==> config.mk <==
export PLATFORM = sky130hd
export DESIGN_NAME = adpf_pin_function
export DESIGN_NICKNAME = d
export VERILOG_FILES = /design/src/rtl/adpf_pkg.sv /design/src/rtl/adpf_pin_function.sv
export VERILOG_INCLUDE_DIRS = /design/src /design/src/rtl
export SDC_FILE = /design/constraint.sdc
export NUM_CORES = 1
export LEC_CHECK = 0
export BUFFER_PORTS_ARGS = -buffer_cell sky130_fd_sc_hd__buf_2
export CAP_MARGIN = 20
export CORE_MARGIN = 2
export CORE_UTILIZATION = 35
export DETAILED_ROUTE_END_ITERATION = 6
export GPL_ROUTABILITY_DRIVEN = 0
export SLEW_MARGIN = 20
export SYNTH_ARGS = -nofsm -noshare
export SYNTH_HDL_FRONTEND = slang
export SYNTH_SLANG_ARGS = --single-unit
==> constraint.sdc <==
create_clock -name clk_sys -period 3.9 [get_ports clk_sys]
set_input_delay 0.585 -clock clk_sys [delete_from_list [all_inputs] [get_ports clk_sys]]
set_output_delay 0.585 -clock clk_sys [all_outputs]
set_load 0.02 [all_outputs]
==> src/rtl/adpf_defines.svh <==
// Constants for the shared address/data pin function and strap decode block.
`ifndef ADPF_DEFINES_SVH
`define ADPF_DEFINES_SVH
// Register map of the plain register port (word index = address).
`define ADPF_ADDR_SYS_CTRL 4'h0
`define ADPF_ADDR_PORTCTL 4'h1
`define ADPF_ADDR_FLAGOUT 4'h2
`define ADPF_ADDR_FLAGOE 4'h3
`define ADPF_ADDR_FLAGIN 4'h4
`define ADPF_ADDR_STRAPS 4'h5
`define ADPF_ADDR_PWRCTL 4'h6
// Field positions.
`define ADPF_SYS_CTRL_FLAGSEL_BIT 20
`define ADPF_PORTCTL_EN_BIT 0
`define ADPF_PORTCTL_W16_BIT 1
// Reset values.
`define ADPF_SYS_CTRL_RST 32'h0000_0000
`define ADPF_PORTCTL_RST 32'h0000_0000
`define ADPF_PWRCTL_RST 32'h0000_0000
// Strap codes.
`define ADPF_BOOT_SPI_SLAVE 2'h0
`define ADPF_BOOT_SPI_MASTER 2'h1
`define ADPF_BOOT_EPROM 2'h2
`define ADPF_CLK_3TO1 2'h0
`define ADPF_CLK_16TO1 2'h1
`define ADPF_CLK_8TO1 2'h2
`define ADPF_RATIO_3 5'h03
`define ADPF_RATIO_16 5'h10
`define ADPF_RATIO_8 5'h08
// PLL lock wait in input clock cycles.
`define ADPF_LOCK_CYCLES 4096
`endif

==> src/rtl/adpf_pkg.sv <==
// Types for the shared address/data pin function and strap decode block.
package adpf_pkg;
  typedef enum logic [1:0] {
    ADPF_BOOT_SLAVE,
    ADPF_BOOT_MASTER,
    ADPF_BOOT_PAR,
    ADPF_BOOT_RSVD
  } adpf_boot_e;
  typedef enum logic [1:0] {
    ADPF_ST_IDLE,
    ADPF_ST_LOCK,
    ADPF_ST_RUN
  } adpf_state_e;
  typedef struct packed {
    logic ale;
    logic data_phase;
    logic [23:0] addr;
    logic [15:0] wdata;
    logic write;
  } adpf_port_req_s;
  typedef struct packed {
    logic [15:0] out;
    logic [15:0] oe;
  } adpf_pins_s;
endpackage

==> src/rtl/adpf_pin_function.sv <==
// Shared address/data pin function select, port phase muxing and strap decode.
// Functional notes
// Pins are flags only with control bit 20 set and parallel port disabled.
// Pins 0-7 carry flags 8-15; pins 8-15 carry flags 0-7.
// Boot straps: 00 SPI slave, 01 SPI master, 10 EPROM, 11 reserved.
// Clock straps: 00 ratio 3, 01 ratio 16, 10 ratio 8, 11 reserved.
// 8-bit, strobe high: low byte A15-8, high byte A23-16.
// 8-bit, strobe low: low byte D7-0, high byte A7-0.
// 16-bit, strobe high: low byte A7-0, high byte A15-8.
// 16-bit, strobe low: all pins carry D15-0, low byte low.
// Clock straps captured at reset; software may later change power control.
// After reset release wait 4096 input clocks before starting execution.
// External latch holds address bits from strobe phase through data phase.
`timescale 1ns/10ps
`default_nettype none
`include "adpf_defines.svh"
module adpf_pin_function
  import adpf_pkg::*;
#(
  parameter int LOCK_CYCLES = `ADPF_LOCK_CYCLES
) (
  input wire logic clk_sys,
  input wire logic rst_n,
  input wire logic [3:0] reg_addr,
  input wire logic [31:0] reg_wdata,
  input wire logic reg_wr,
  input wire logic reg_rd,
  output logic [31:0] reg_rdata,
  input wire adpf_port_req_s port_req,
  output logic [15:0] port_rdata,
  input wire logic [1:0] boot_select_straps,
  input wire logic [1:0] clock_ratio_straps,
  input wire logic input_clock_pin,
  output logic ale,
  output logic [15:0] shared_addr_data_pins_o,
  output logic [15:0] shared_addr_data_pins_oe,
  input wire logic [15:0] shared_addr_data_pins_i,
  output logic [15:0] general_flag_pins_in,
  output logic core_run,
  output adpf_boot_e boot_mode,
  output logic [4:0] core_ratio,
  output logic ratio_reserved
);
  // ------------------------------------------------------------
  // Registers
  // ------------------------------------------------------------
  logic [31:0] system_control_reg_r, system_control_reg_nxt;
  logic [31:0] port_ctl_r, port_ctl_nxt;
  logic [15:0] flag_out_r, flag_out_nxt;
  logic [15:0] flag_oe_r, flag_oe_nxt;
  logic [31:0] power_mgmt_control_reg_r, power_mgmt_control_reg_nxt;
  logic [31:0] rdata_r, rdata_nxt;
  logic [15:0] flag_in_r, flag_in_nxt;
  logic [15:0] port_rdata_r, port_rdata_nxt;
  logic [1:0] boot_r, boot_nxt;
  logic [1:0] ratio_code_r, ratio_code_nxt;
  logic straps_taken_r, straps_taken_nxt;
  adpf_state_e state_r, state_nxt;
  logic [12:0] lock_cnt_r, lock_cnt_nxt;
  logic iclk_q_r, iclk_q_nxt;
  adpf_pins_s pins_r, pins_nxt;
  logic ale_r, ale_nxt;
  logic flag_mode;
  logic w16;

  assign flag_mode = system_control_reg_r[`ADPF_SYS_CTRL_FLAGSEL_BIT] &&
                     !port_ctl_r[`ADPF_PORTCTL_EN_BIT];
  assign w16 = port_ctl_r[`ADPF_PORTCTL_W16_BIT];

  // ------------------------------------------------------------
  // Register port and strap capture
  // ------------------------------------------------------------
  always_comb begin
    system_control_reg_nxt = system_control_reg_r;
    port_ctl_nxt = port_ctl_r;
    flag_out_nxt = flag_out_r;
    flag_oe_nxt = flag_oe_r;
    power_mgmt_control_reg_nxt = power_mgmt_control_reg_r;
    rdata_nxt = 32'h0000_0000;
    // Straps are sampled once on the first edge after release, never under reset.
    straps_taken_nxt = 1'b1;
    boot_nxt = straps_taken_r ? boot_r : boot_select_straps;
    ratio_code_nxt = straps_taken_r ? ratio_code_r : clock_ratio_straps;
    if (reg_wr) begin
      unique case (reg_addr)
        `ADPF_ADDR_SYS_CTRL: system_control_reg_nxt = reg_wdata;
        `ADPF_ADDR_PORTCTL: port_ctl_nxt = {30'h0000_0000, reg_wdata[1:0]};
        `ADPF_ADDR_FLAGOUT: flag_out_nxt = reg_wdata[15:0];
        `ADPF_ADDR_FLAGOE: flag_oe_nxt = reg_wdata[15:0];
        `ADPF_ADDR_PWRCTL: power_mgmt_control_reg_nxt = reg_wdata;
        default: ;
      endcase
    end
    if (reg_rd) begin
      unique case (reg_addr)
        `ADPF_ADDR_SYS_CTRL: rdata_nxt = system_control_reg_r;
        `ADPF_ADDR_PORTCTL: rdata_nxt = port_ctl_r;
        `ADPF_ADDR_FLAGOUT: rdata_nxt = {16'h0000, flag_out_r};
        `ADPF_ADDR_FLAGOE: rdata_nxt = {16'h0000, flag_oe_r};
        `ADPF_ADDR_FLAGIN: rdata_nxt = {16'h0000, flag_in_r};
        `ADPF_ADDR_STRAPS: rdata_nxt = {25'h0000000, core_ratio, boot_r};
        `ADPF_ADDR_PWRCTL: rdata_nxt = power_mgmt_control_reg_r;
        default: rdata_nxt = 32'h0000_0000;
      endcase
    end
  end

  // ------------------------------------------------------------
  // Strap decode
  // ------------------------------------------------------------
  always_comb begin
    boot_mode = adpf_boot_e'(boot_r);
    ratio_reserved = 1'b0;
    unique case (ratio_code_r)
      `ADPF_CLK_3TO1: core_ratio = `ADPF_RATIO_3;
      `ADPF_CLK_16TO1: core_ratio = `ADPF_RATIO_16;
      `ADPF_CLK_8TO1: core_ratio = `ADPF_RATIO_8;
      default: begin
        core_ratio = 5'h00;
        ratio_reserved = 1'b1;
      end
    endcase
  end

  // ------------------------------------------------------------
  // PLL lock wait, counted on input clock rising edges
  // ------------------------------------------------------------
  always_comb begin
    state_nxt = state_r;
    lock_cnt_nxt = lock_cnt_r;
    iclk_q_nxt = input_clock_pin;
    unique case (state_r)
      ADPF_ST_IDLE: begin
        state_nxt = ADPF_ST_LOCK;
        lock_cnt_nxt = 13'h0000;
      end
      ADPF_ST_LOCK: begin
        if (input_clock_pin && !iclk_q_r) begin
          lock_cnt_nxt = lock_cnt_r + 13'h0001;
          if (lock_cnt_r == 13'(LOCK_CYCLES - 1)) begin
            state_nxt = ADPF_ST_RUN;
          end
        end
      end
      ADPF_ST_RUN: ;
      default: state_nxt = ADPF_ST_IDLE;
    endcase
  end
  assign core_run = (state_r == ADPF_ST_RUN);

  // ------------------------------------------------------------
  // Pin function mux
  // ------------------------------------------------------------
  always_comb begin
    pins_nxt.out = 16'h0000;
    pins_nxt.oe = 16'h0000;
    ale_nxt = 1'b0;
    flag_in_nxt = {shared_addr_data_pins_i[7:0], shared_addr_data_pins_i[15:8]};
    port_rdata_nxt = port_rdata_r;
    if (flag_mode) begin
      // Flag n+8 sits on pin n, flag n on pin n+8.
      pins_nxt.out = {flag_out_r[7:0], flag_out_r[15:8]};
      pins_nxt.oe = {flag_oe_r[7:0], flag_oe_r[15:8]};
    end else if (port_ctl_r[`ADPF_PORTCTL_EN_BIT] && core_run) begin
      ale_nxt = port_req.ale;
      if (port_req.ale) begin
        pins_nxt.oe = 16'hFFFF;
        if (w16) begin
          pins_nxt.out = port_req.addr[15:0];
        end else begin
          pins_nxt.out = port_req.addr[23:8];
        end
      end else if (port_req.data_phase) begin
        if (w16) begin
          pins_nxt.out = port_req.wdata;
          pins_nxt.oe = port_req.write ? 16'hFFFF : 16'h0000;
          if (!port_req.write) begin
            port_rdata_nxt = shared_addr_data_pins_i;
          end
        end else begin
          // The high byte keeps the low address while the low byte moves data.
          pins_nxt.out = {port_req.addr[7:0], port_req.wdata[7:0]};
          pins_nxt.oe = {8'hFF, port_req.write ? 8'hFF : 8'h00};
          if (!port_req.write) begin
            port_rdata_nxt = {8'h00, shared_addr_data_pins_i[7:0]};
          end
        end
      end
    end
  end

  always_ff @(posedge clk_sys or negedge rst_n) begin
    if (!rst_n) begin
      system_control_reg_r <= `ADPF_SYS_CTRL_RST;
      port_ctl_r <= `ADPF_PORTCTL_RST;
      flag_out_r <= 16'h0000;
      flag_oe_r <= 16'h0000;
      power_mgmt_control_reg_r <= `ADPF_PWRCTL_RST;
      rdata_r <= 32'h0000_0000;
      flag_in_r <= 16'h0000;
      port_rdata_r <= 16'h0000;
      boot_r <= 2'h0;
      ratio_code_r <= 2'h0;
      straps_taken_r <= 1'b0;
      state_r <= ADPF_ST_IDLE;
      lock_cnt_r <= 13'h0000;
      iclk_q_r <= 1'b0;
      pins_r <= '0;
      ale_r <= 1'b0;
    end else begin
      system_control_reg_r <= system_control_reg_nxt;
      port_ctl_r <= port_ctl_nxt;
      flag_out_r <= flag_out_nxt;
      flag_oe_r <= flag_oe_nxt;
      power_mgmt_control_reg_r <= power_mgmt_control_reg_nxt;
      rdata_r <= rdata_nxt;
      flag_in_r <= flag_in_nxt;
      port_rdata_r <= port_rdata_nxt;
      boot_r <= boot_nxt;
      ratio_code_r <= ratio_code_nxt;
      straps_taken_r <= straps_taken_nxt;
      state_r <= state_nxt;
      lock_cnt_r <= lock_cnt_nxt;
      iclk_q_r <= iclk_q_nxt;
      pins_r <= pins_nxt;
      ale_r <= ale_nxt;
    end
  end

  assign reg_rdata = rdata_r;
  assign port_rdata = port_rdata_r;
  assign shared_addr_data_pins_o = pins_r.out;
  assign shared_addr_data_pins_oe = pins_r.oe;
  assign ale = ale_r;
  assign general_flag_pins_in = flag_in_r;

  // ------------------------------------------------------------
  // Checks
  // ------------------------------------------------------------
  chk_flag_select: assert property (@(posedge clk_sys) disable iff (!rst_n)
    (pins_r.oe != 16'h0000 && !ale_r) |-> $past(flag_mode) || $past(port_ctl_r[0]))
    else $error("pins driven outside flag or port use");
  chk_flag_swap: assert property (@(posedge clk_sys) disable iff (!rst_n)
    $past(flag_mode) |-> pins_r.out == {$past(flag_out_r[7:0]), $past(flag_out_r[15:8])})
    else $error("flag to pin mapping wrong");
  chk_boot_hold: assert property (@(posedge clk_sys) disable iff (!rst_n)
    straps_taken_r |=> $stable(boot_r))
    else $error("boot strap changed after capture");
  chk_ratio_code: assert property (@(posedge clk_sys) disable iff (!rst_n)
    ratio_code_r == 2'h1 |-> core_ratio == 5'h10)
    else $error("clock ratio decode wrong");
  chk_addr8_phase: assert property (@(posedge clk_sys) disable iff (!rst_n)
    (ale_r && !$past(w16)) |-> pins_r.out == $past(port_req.addr[23:8]))
    else $error("8-bit address phase wrong");
  chk_data8_phase: assert property (@(posedge clk_sys) disable iff (!rst_n)
    ($past(port_ctl_r[0] && core_run && !flag_mode && !port_req.ale && port_req.data_phase
      && !w16)) |-> pins_r.out[15:8] == $past(port_req.addr[7:0]))
    else $error("8-bit data phase high byte wrong");
  chk_addr16_phase: assert property (@(posedge clk_sys) disable iff (!rst_n)
    (ale_r && $past(w16)) |-> pins_r.out == $past(port_req.addr[15:0]))
    else $error("16-bit address phase wrong");
  chk_lock_wait: assert property (@(posedge clk_sys) disable iff (!rst_n)
    $rose(core_run) |-> lock_cnt_r == 13'(LOCK_CYCLES))
    else $error("execution started before lock wait");
endmodule
`default_nettype wire

==> results of run 1 <==
==> sequential cells by signal, indices dropped and copies added (netlist names) <==
| register | flops |
|---|---|
| flag_out_r | 16 |
| system_control_reg_r | 32 |
| shared_addr_data_pins_o | 16 |
| power_mgmt_control_reg_r | 32 |
| ratio_code_r | 2 |
| boot_mode | 2 |
| shared_addr_data_pins_oe | 16 |
| flag_oe_r | 16 |
| state_r | 2 |
| iclk_q_r | 1 |
| general_flag_pins_in | 16 |
| ale | 1 |
| port_rdata | 16 |
| reg_rdata | 32 |
| straps_taken_r | 1 |
| lock_cnt_r | 13 |
| port_ctl_r | 2 |
==> power breakdown <==
group / internal, uW / switching [uW]
registers: 2600 / 266
logic: 525 / 502
clock network: 1580 / 971
==> routing by layer <==
layer,share of wire,GRT usage,up-vias
met5,0,0,-
met4,0.021,0.0408,0
met3,0.059,0.0374,34
met2,0.46,0.281,198
met1,0.46,0.254,3212
li1,-,-,2960
==> per-stage QoR <==
step           area (um2)  hold slack [ps]   util  setup WS [ps]
2_1_floorplan        9170              289      -           1840
3_3_place_gp        10500              457  0.407            995
3_5_place_dp        10500              466  0.407            943
4_1_cts             11400              109  0.442           1390
5_1_grt             11500              133  0.442           1160
6_report            11500             64.3  0.442           1390
==> cells in the mapped netlist (2+ instances only) <==
cell,instances
a2111oi_0,2
a211oi_1,4
a21o_1,19
a21oi_1,18
a221oi_1,2
a22o_1,5
a22oi_1,42
a31o_2,2
a31oi_1,2
a32oi_1,2
and2b_1,2
and3_1,2
buf_1,5
buf_2,9
buf_4,2
buf_6,3
clkbuf_1,26
conb_1,2
dfrtp_1,216
inv_1,4
mux2_1,3
mux2_2,142
mux2_4,10
mux2i_1,3
mux4_2,2
nand2_1,55
nand2b_1,4
nand3_1,8
nand3b_1,6
nand4_1,3
nor2_1,38
nor2b_1,9
nor3_1,3
nor3_2,2
o21ai_0,26
o221ai_1,3
xnor2_1,6
==> cell type report <==
class | count | share of cell area
Inverter | 4 | 0.00131
Clock inverter | 15 | 0.0206
Sequential cell | 216 | 0.472
Multi-Input combinational cell | 445 | 0.309
Timing Repair Buffer | 221 | 0.101
Antenna cell | 2 | 0.000437
Clock buffer | 29 | 0.0587
Tap cell | 335 | 0.0366
==> cells by family (layout without fill, tap and decap cells) <==
group / count (synthesis) / in the layout
buf+inv: 50 / 269
simple gates: 143 / 143
flops: 216 / 216
mux: 160 / 160
xor+xnor: 6 / 6
fa+ha+maj: 1 / 1
other cells: 2 / 4
compound gates: 133 / 133
==> critical path, cell delays in order (launching register included) <==
cell and delay [ps]:
dfrtp_1 660, nor2b_1 380, nand2_1 440, o22ai_1 810, a21o_1 150
==> path summary, 6_finish.rpt <==
check                      depth (start not counted)                       start  slack [ps]                      endpoint
max                                                4                  state_r[1]        1390  shared_addr_data_pins_oe[15]
min                                                1                       rst_n          60                 port_rdata[9]
max reg2reg                                        4                  state_r[1]        1390  shared_addr_data_pins_oe[15]
min reg2reg                                        2              port_rdata[15]         470                port_rdata[15]
max in group asynchronous                          2                       rst_n        2900                 flag_oe_r[11]
min in group clk_sys                               1  shared_addr_data_pins_i[7]         160      general_flag_pins_in[15]
==> flow_summary.ini, run 1 <==
[clock_network]
cts_root_buf = clkbuf_16
cts_made_buffers = 26
clkTransAtPathRegs_ps = 60
post_cts_buffers = 0
clockBufferDepth = 3
cts_hold_buf = 0
h-tree-depth = 1
insertion_delay_ps = 530
cts.sink_count = 216
cts_resized = 0
cts_tree = done

[logic_synthesis]
synth.area.mux_share = 0.203
synth_top_area_share = 0.589
synthesis.area_um2 = 9170
synth_nets = 816
synth.avg_cell_area_um2 = 12.9
synth_area_leaders = dfrtp_1, mux2_2, a22oi_1
synth.distinct_cells = 56
yosysWarnings = 0
synth_top_family_by_area = multiplexers
yosys.area_share.simple = 0.0745
synthArstFlopShare = 1.00
ys_seq_elements = 216
synthAdderAreaFrac = 0.00136
yosysSeqAreaShare = 0.589
syn_inst = 711
yosys_most_used_dff = dfrtp_1
yosysTopAreaCell = dfrtp_1
synth-compound-area-share = 0.0992
synthXorXnorAreaFrac = 0.00573
synth_edf_count = 0

[layout]
multi_input_area_um2 = 3540
drive_above_1_share = 0.460
fin_nets = 1019
fillers = 2422
seq_area_um2 = 5410
final_cell_mix = dfrtp_1, buf_2, mux2_2
syn_to_final_growth_pct = 24.9
layout_commonest_cell = dfrtp_1
final_cells = 1267

[place]
placed_cells = 1221
hpwlAfterDp_um = 16900
portBuffers = 208

[power_and_ir_drop]
powerDensity_nw_per_um2 = 563
leakagePower_uw = 0.00559
power_uw = 6450
worst_ir_drop_vdd_v = 0.000318

[route]
drcViolationCount = 0
drt-total-wl_um = 24500
first_pass_iters = 5
wl_per_cell_um = 19.4
drt_iter0_markers = 301
vias = 6404
routed_via_density = 5.05
drtAntennaViolNets = 0

[sta]
setup_viol_count_final = 0
rsz0062_at_grt = no
post-route-min-period_ps = 2510
fmax_ghz = 0.398
tns_ps = 0
worstMarginPinSlew_ps = 1060
slew_headroom = 0.294
fin_crit_sh = 0.644
hold_viol_final = 0
finalClockSkew_ps = 24.7
slew_violations = 0

[flow_run]
drv_cap = 0

[die]
placement_rows = 59
die-area_um2 = 27500
io_pins = 210
chipWidth_um = 166
coreArea_um2 = 25900
fp.dieH_um = 166
initial_core_util = 0.354

[outcome]
status = complete, no violations

[global_route]
overflow = 0
grt_max_degree = 96
grt_pass1_vias = 6567
grt_pass1_wl_um = 38700
antenna_found_initial = 1
gr-usage-all-layers = 0.178

[setup_path]
crit_type = flip-flop to flip-flop
cp.required_ps = 4350
end_kind = flip-flop
crit_fanout = 18
worstPathArrival_ps = 2960
startpoint_type = flip-flop

[worst_hold_path]
hold_path.class = input pin to async pin
(Power assumes the default switching activity.)
==> run 2: changes to the inputs <==
Settings changed: ABC_AREA set to 1.
Clock period 3.9 ns to 2.2 ns, I/O delays scaled along.
==> run 2 against run 1 <==
Net effect:
- utilization increased by 1.2 points
- setup slack got worse by 940 ps
- wire length increased by 6.3%
- area after synthesis decreased by 0.86%
- largest power group unchanged
- critical endpoint is now shared_addr_data_pins_o[11]
==> flow_summary.ini, run 2 <==
[layout]
n_antenna_cell = 0
final_cells = 1629
fillers = 2474
finish.utilization = 0.454
syn_to_final_growth_pct = 28.6
fin_nets = 1381
drive_above_1_share = 0.227
layout_commonest_cell = nand2_1
final_cell_mix = nand2_1, dfrtp_1, buf_2

[logic_synthesis]
synth.avg_cell_area_um2 = 8.70
synth.distinct_cells = 32
synth_top_area_share = 0.594
ys_top_cells_by_count = nand2_1, dfrtp_1, o21ai_0
synth_nets = 1151
yosysSeqAreaShare = 0.594
ys_seq_elements = 216
yosysWarnings = 0
synthArstFlopShare = 1.00
yosysTopAreaCell = dfrtp_1
synth_edf_count = 0
synth_area_leaders = dfrtp_1, nand2_1, o21ai_0
synthesis.area_um2 = 9090
yosys_most_used_dff = dfrtp_1
yosysMostFrequentCell = nand2_1
syn_inst = 1046

[global_route]
grt_pass1_wl_um = 41100
overflow = 0
gr-usage-all-layers = 0.193
grt_max_degree = 68
grt_pass1_vias = 7465
antenna_found_initial = 0

[route]
vias = 7786
drcViolationCount = 0
drtAntennaViolNets = 0
routed_via_density = 4.78
drt-total-wl_um = 26100
first_pass_iters = 5
drt_iter0_markers = 642
wl_per_cell_um = 16.0

[flow_run]
drv_cap = 0

[die]
fp.dieH_um = 165
io_pins = 210
die-area_um2 = 27300
coreArea_um2 = 25800
initial_core_util = 0.353
chipWidth_um = 165
placement_rows = 59

[power_and_ir_drop]
power_uw = 11000
leakagePower_uw = 0.00620
powerDensity_nw_per_um2 = 939
worst_ir_drop_vdd_v = 0.000635

[outcome]
status = complete, no violations

[clock_network]
insertion_delay_ps = 540
cts_tree = done
post_cts_buffers = 0
clockBufferDepth = 3
cts.sink_count = 216
cts_root_buf = clkbuf_16
cts_made_buffers = 25
clkTransAtPathRegs_ps = 60
h-tree-depth = 1

[sta]
hold_viol_final = 0
fmax_ghz = 0.570
tns_ps = 0
worstMarginPinSlew_ps = 675
fin_crit_sh = 0.798
slew_violations = 0
finalClockSkew_ps = 24.4
slew_headroom = 0.550
post-route-min-period_ps = 1760
setup_viol_count_final = 0
rsz0062_at_grt = no

[worst_hold_path]
hold_path.class = input pin to flip-flop

[setup_path]
startpoint_type = flip-flop
end_kind = flip-flop
worstPathArrival_ps = 2160
cp.required_ps = 2600
crit_fanout = 27
crit_type = flip-flop to flip-flop

[place]
placed_cells = 1566
portBuffers = 208
hpwlAfterDp_um = 18700
[run 2: metrics by stage]
step                      hold WS [ps]  setup slack [ps]  area (um2)
after global routing              26.9               324       11700
after global placement             324               356       10600
after CTS                         16.5               439       11700
after detailed placement           323               395       10600
after floorplan                   34.4               771        9090
final                             29.8               445       11700
[run 2: worst paths after layout]
check | end | start | slack, ps | cells after the start
worst max-delay path | shared_addr_data_pins_o[11] | port_ctl_r[1] | 440 | 5
worst min register to register | port_rdata[6] | port_rdata[6] | 470 | 2
worst max register to register | shared_addr_data_pins_o[11] | port_ctl_r[1] | 440 | 5
min in group asynchronous | boot_mode[0] | rst_n | 340 | 2
max in group asynchronous | system_control_reg_r[19] | rst_n | 1180 | 3
worst min-delay path | boot_mode[1] | boot_select_straps[1] | 30 | 2
[run 2: final cells by class]
cell class / instances / area [um2] / share of cell area
multi-input combinational: 694 / 3120 / 0.266
inverter: 88 / 333 / 0.0284
clock inverter: 15 / 270 / 0.0231
sequential: 216 / 5410 / 0.462
clock buffer: 30 / 674 / 0.0576
timing repair buffer: 251 / 1480 / 0.127
tap: 335 / 419 / 0.0358
[run 2: metal layers]
metal / share of wire / global-route usage / vias to the layer above
met5: 0 / 0 / -
met4: 0.021 / 0.0530 / 0
met3: 0.075 / 0.0362 / 36
met2: 0.43 / 0.289 / 292
met1: 0.48 / 0.286 / 3640
li1: - / - / 3818
[run 2: cell families after synthesis]
kind of cell    count (synthesis)  share of synthesized area
simple gates                  480                      0.218
flops                         216                      0.594
compound gates                208                      0.119
buf+inv                       136                     0.0630
other cells                     2                   0.000826
mux                             2                    0.00248
fa+ha+maj                       1                    0.00138
xor+xnor                        1                   0.000963
[run 2: worst max-delay path, stage by stage, from the launching register on]
cell and delay [ps]:
dfrtp_1 340, clkinv_1 520, o21ai_0 440, o22ai_1 120, nand2_1 90, o21ai_0 100
[run 2: timing repair]
action | 4_1_cts | 5_1_grt
hold endpoints to repair | 80 | 0
hold buffers | 18 | 0
endpoints found under the setup margin | 0 | 0
gates resized for setup | 0 | 0
[run 2: where the power goes]
part / internal, uW / total (uW) / leakage (uW) / switching (uW)
combinational: 511 / 1420 / 0.00293 / 905
clock: 3010 / 4720 / 0.000456 / 1710
sequential: 4490 / 4850 / 0.00281 / 358
==> run 3: changes to the inputs <==
Settings changed: ABC_AREA 1 to 0.
Clock period 2.2 ns to 1.5 ns, I/O delays scaled along.
==> run 3 against run 2 <==
Net effect:
- the run now ends with negative setup slack left
- clock skew shrank 14 ps
- first-iteration DRC count shrank 46%
- final area grew 9.5%
- total power grew 51%
- hold slack lost 7.2 ps
- sequential cell count is the same
- count of clock-buffer cells in the layout grew 6
- utilization grew 4.0 points
- via count shrank 12%
- final cell count shrank 15%
- critical path type unchanged
- highest routed layer unchanged
==> flow_summary.ini, run 3 (synthesis results as in run 1) <==
[die]
chipWidth_um = 166
fp.dieH_um = 166
die-area_um2 = 27500
coreArea_um2 = 25900
io_pins = 210
initial_core_util = 0.354
placement_rows = 59

[setup_path]
rrSetupSlack_ps = -90
crit_type = flip-flop to flip-flop
r2r-end = lock_cnt_r[8]
reg2reg_from = lock_cnt_r[0]
end_kind = flip-flop
startpoint_type = flip-flop
worst_r2r_path_depth = 6
worstPathArrival_ps = 2040
crit_fanout = 3
cp.required_ps = 1950

[clock_network]
insertion_delay_ps = 510
h-tree-depth = 1
cts_tree = done
cts_root_buf = clkbuf_16
clkTransAtPathRegs_ps = 60
cts.sink_count = 216
cts_made_buffers = 24
clockBufferDepth = 3

[global_route]
antenna_found_initial = 0
overflow = 0
grt_pass1_vias = 7088
grt_pass1_wl_um = 40600
grt_max_degree = 60
gr-usage-all-layers = 0.186

[route]
first_pass_iters = 4
drt_iter0_markers = 344
drt-total-wl_um = 26000
routed_via_density = 4.96
wl_per_cell_um = 18.9
vias = 6846
drcViolationCount = 0
drtAntennaViolNets = 0

[power_and_ir_drop]
leakagePower_uw = 0.00624
worst_ir_drop_vdd_v = 0.000753
powerDensity_nw_per_um2 = 1290
p_comb_frac = 0.203
clkPwrFrac = 0.351
switchingPower_uw = 4460
switching_share = 0.270
power_uw = 16500
share_seq_of_total_power = 0.447
internal_power_uw = 12100

[flow_run]
drv_cap = 0

[place]
placed_cells = 1280
portBuffers = 208
dp_slack_ps = -249
hpwlAfterDp_um = 18100

[layout]
fin_nets = 1133
syn_to_final_growth_pct = 39.6
finish.utilization = 0.494
final_cells = 1379
drive_above_1_share = 0.504
layout_commonest_cell = dfrtp_1
final_cell_mix = dfrtp_1, buf_2, mux2_2
n_antenna_cell = 0

[sta]
post-route-min-period_ps = 1590
slew_violations = 0
fmax_ghz = 0.628
fin_crit_sh = 1.06
rsz0062_at_grt = yes
finalClockSkew_ps = 10.1
hold_ws_ps = 22.6
setup_viol_count_final = 12
finalWorstSetupSlack_ps = -92.2
hold_viol_final = 0

[worst_hold_path]
hold_path.class = input pin to flip-flop
min_from = reg_wdata[3]
holdPathStages = 2
hold_end = flag_out_r[3]

[outcome]
status = complete, but fails checks
violations = negative setup slack
-- run 3: power by group through the flow --
stage,registers [uW],clock network [uW],logic (uW)
CTS,7360,5940,3290
floorplan,7520,0,1750
finish,7390,5800,3350
detailed placement,7450,0,3130
global route,7510,6210,3670
global placement,7420,0,3070
-- run 3: critical path, stage by stage (launching register included) --
cell,delay (ps)
dfrtp_1,390
ha_4,160
nand4_1,120
buf_4,160
a211o_1,230
or4_1,390
nand2_1,70
-- run 3: stage by stage --
| stage | TNS, ps | instance area [um2] |
|---|---|---|
| 2_1_floorplan | -4020 | 9260 |
| 3_3_place_gp | -4080 | 11200 |
| 3_5_place_dp | -6400 | 11200 |
| 4_1_cts | -487 | 12600 |
| 5_1_grt | -2420 | 12800 |
| 6_report | -464 | 12800 |
-- run 3: layer usage --
layer,track usage,vias to the layer above,part of all wire
met4,0.0567,0,0.030
li1,-,3186,-
met1,0.252,3436,0.44
met3,0.0329,44,0.053
met2,0.306,180,0.48
met5,0,-,0
-- run 3: how the worst max path moves through the flow --
stage                        from                     endpoint  slack (ps)
floorplan             reg_addr[3]               flag_out_r[10]        -200
global placement       state_r[1]  shared_addr_data_pins_oe[6]        -150
detailed placement     state_r[1]  shared_addr_data_pins_oe[6]        -250
CTS                 lock_cnt_r[1]                lock_cnt_r[8]        -110
global route        lock_cnt_r[0]                lock_cnt_r[8]        -160
finish              lock_cnt_r[0]                lock_cnt_r[8]         -90
-- run 3: cell type report --
class / instances / area (um2)
multi-input combinational: 445 / 3770
clock inverter: 6 / 66.3
fill: 2315 / 13100
sequential: 216 / 5410
timing repair buffer: 337 / 2410
inverter: 4 / 15.0
clock buffer: 36 / 726
tap: 335 / 419
-- run 3: repair_timing --
action	in CTS	in global routing
gates cloned	1	2
endpoints found under the setup margin	46	47
hold buffers	47	0
pin swaps	5	15
gates resized for setup	29	44
setup buffers	5	2
hold endpoints to repair	160	0
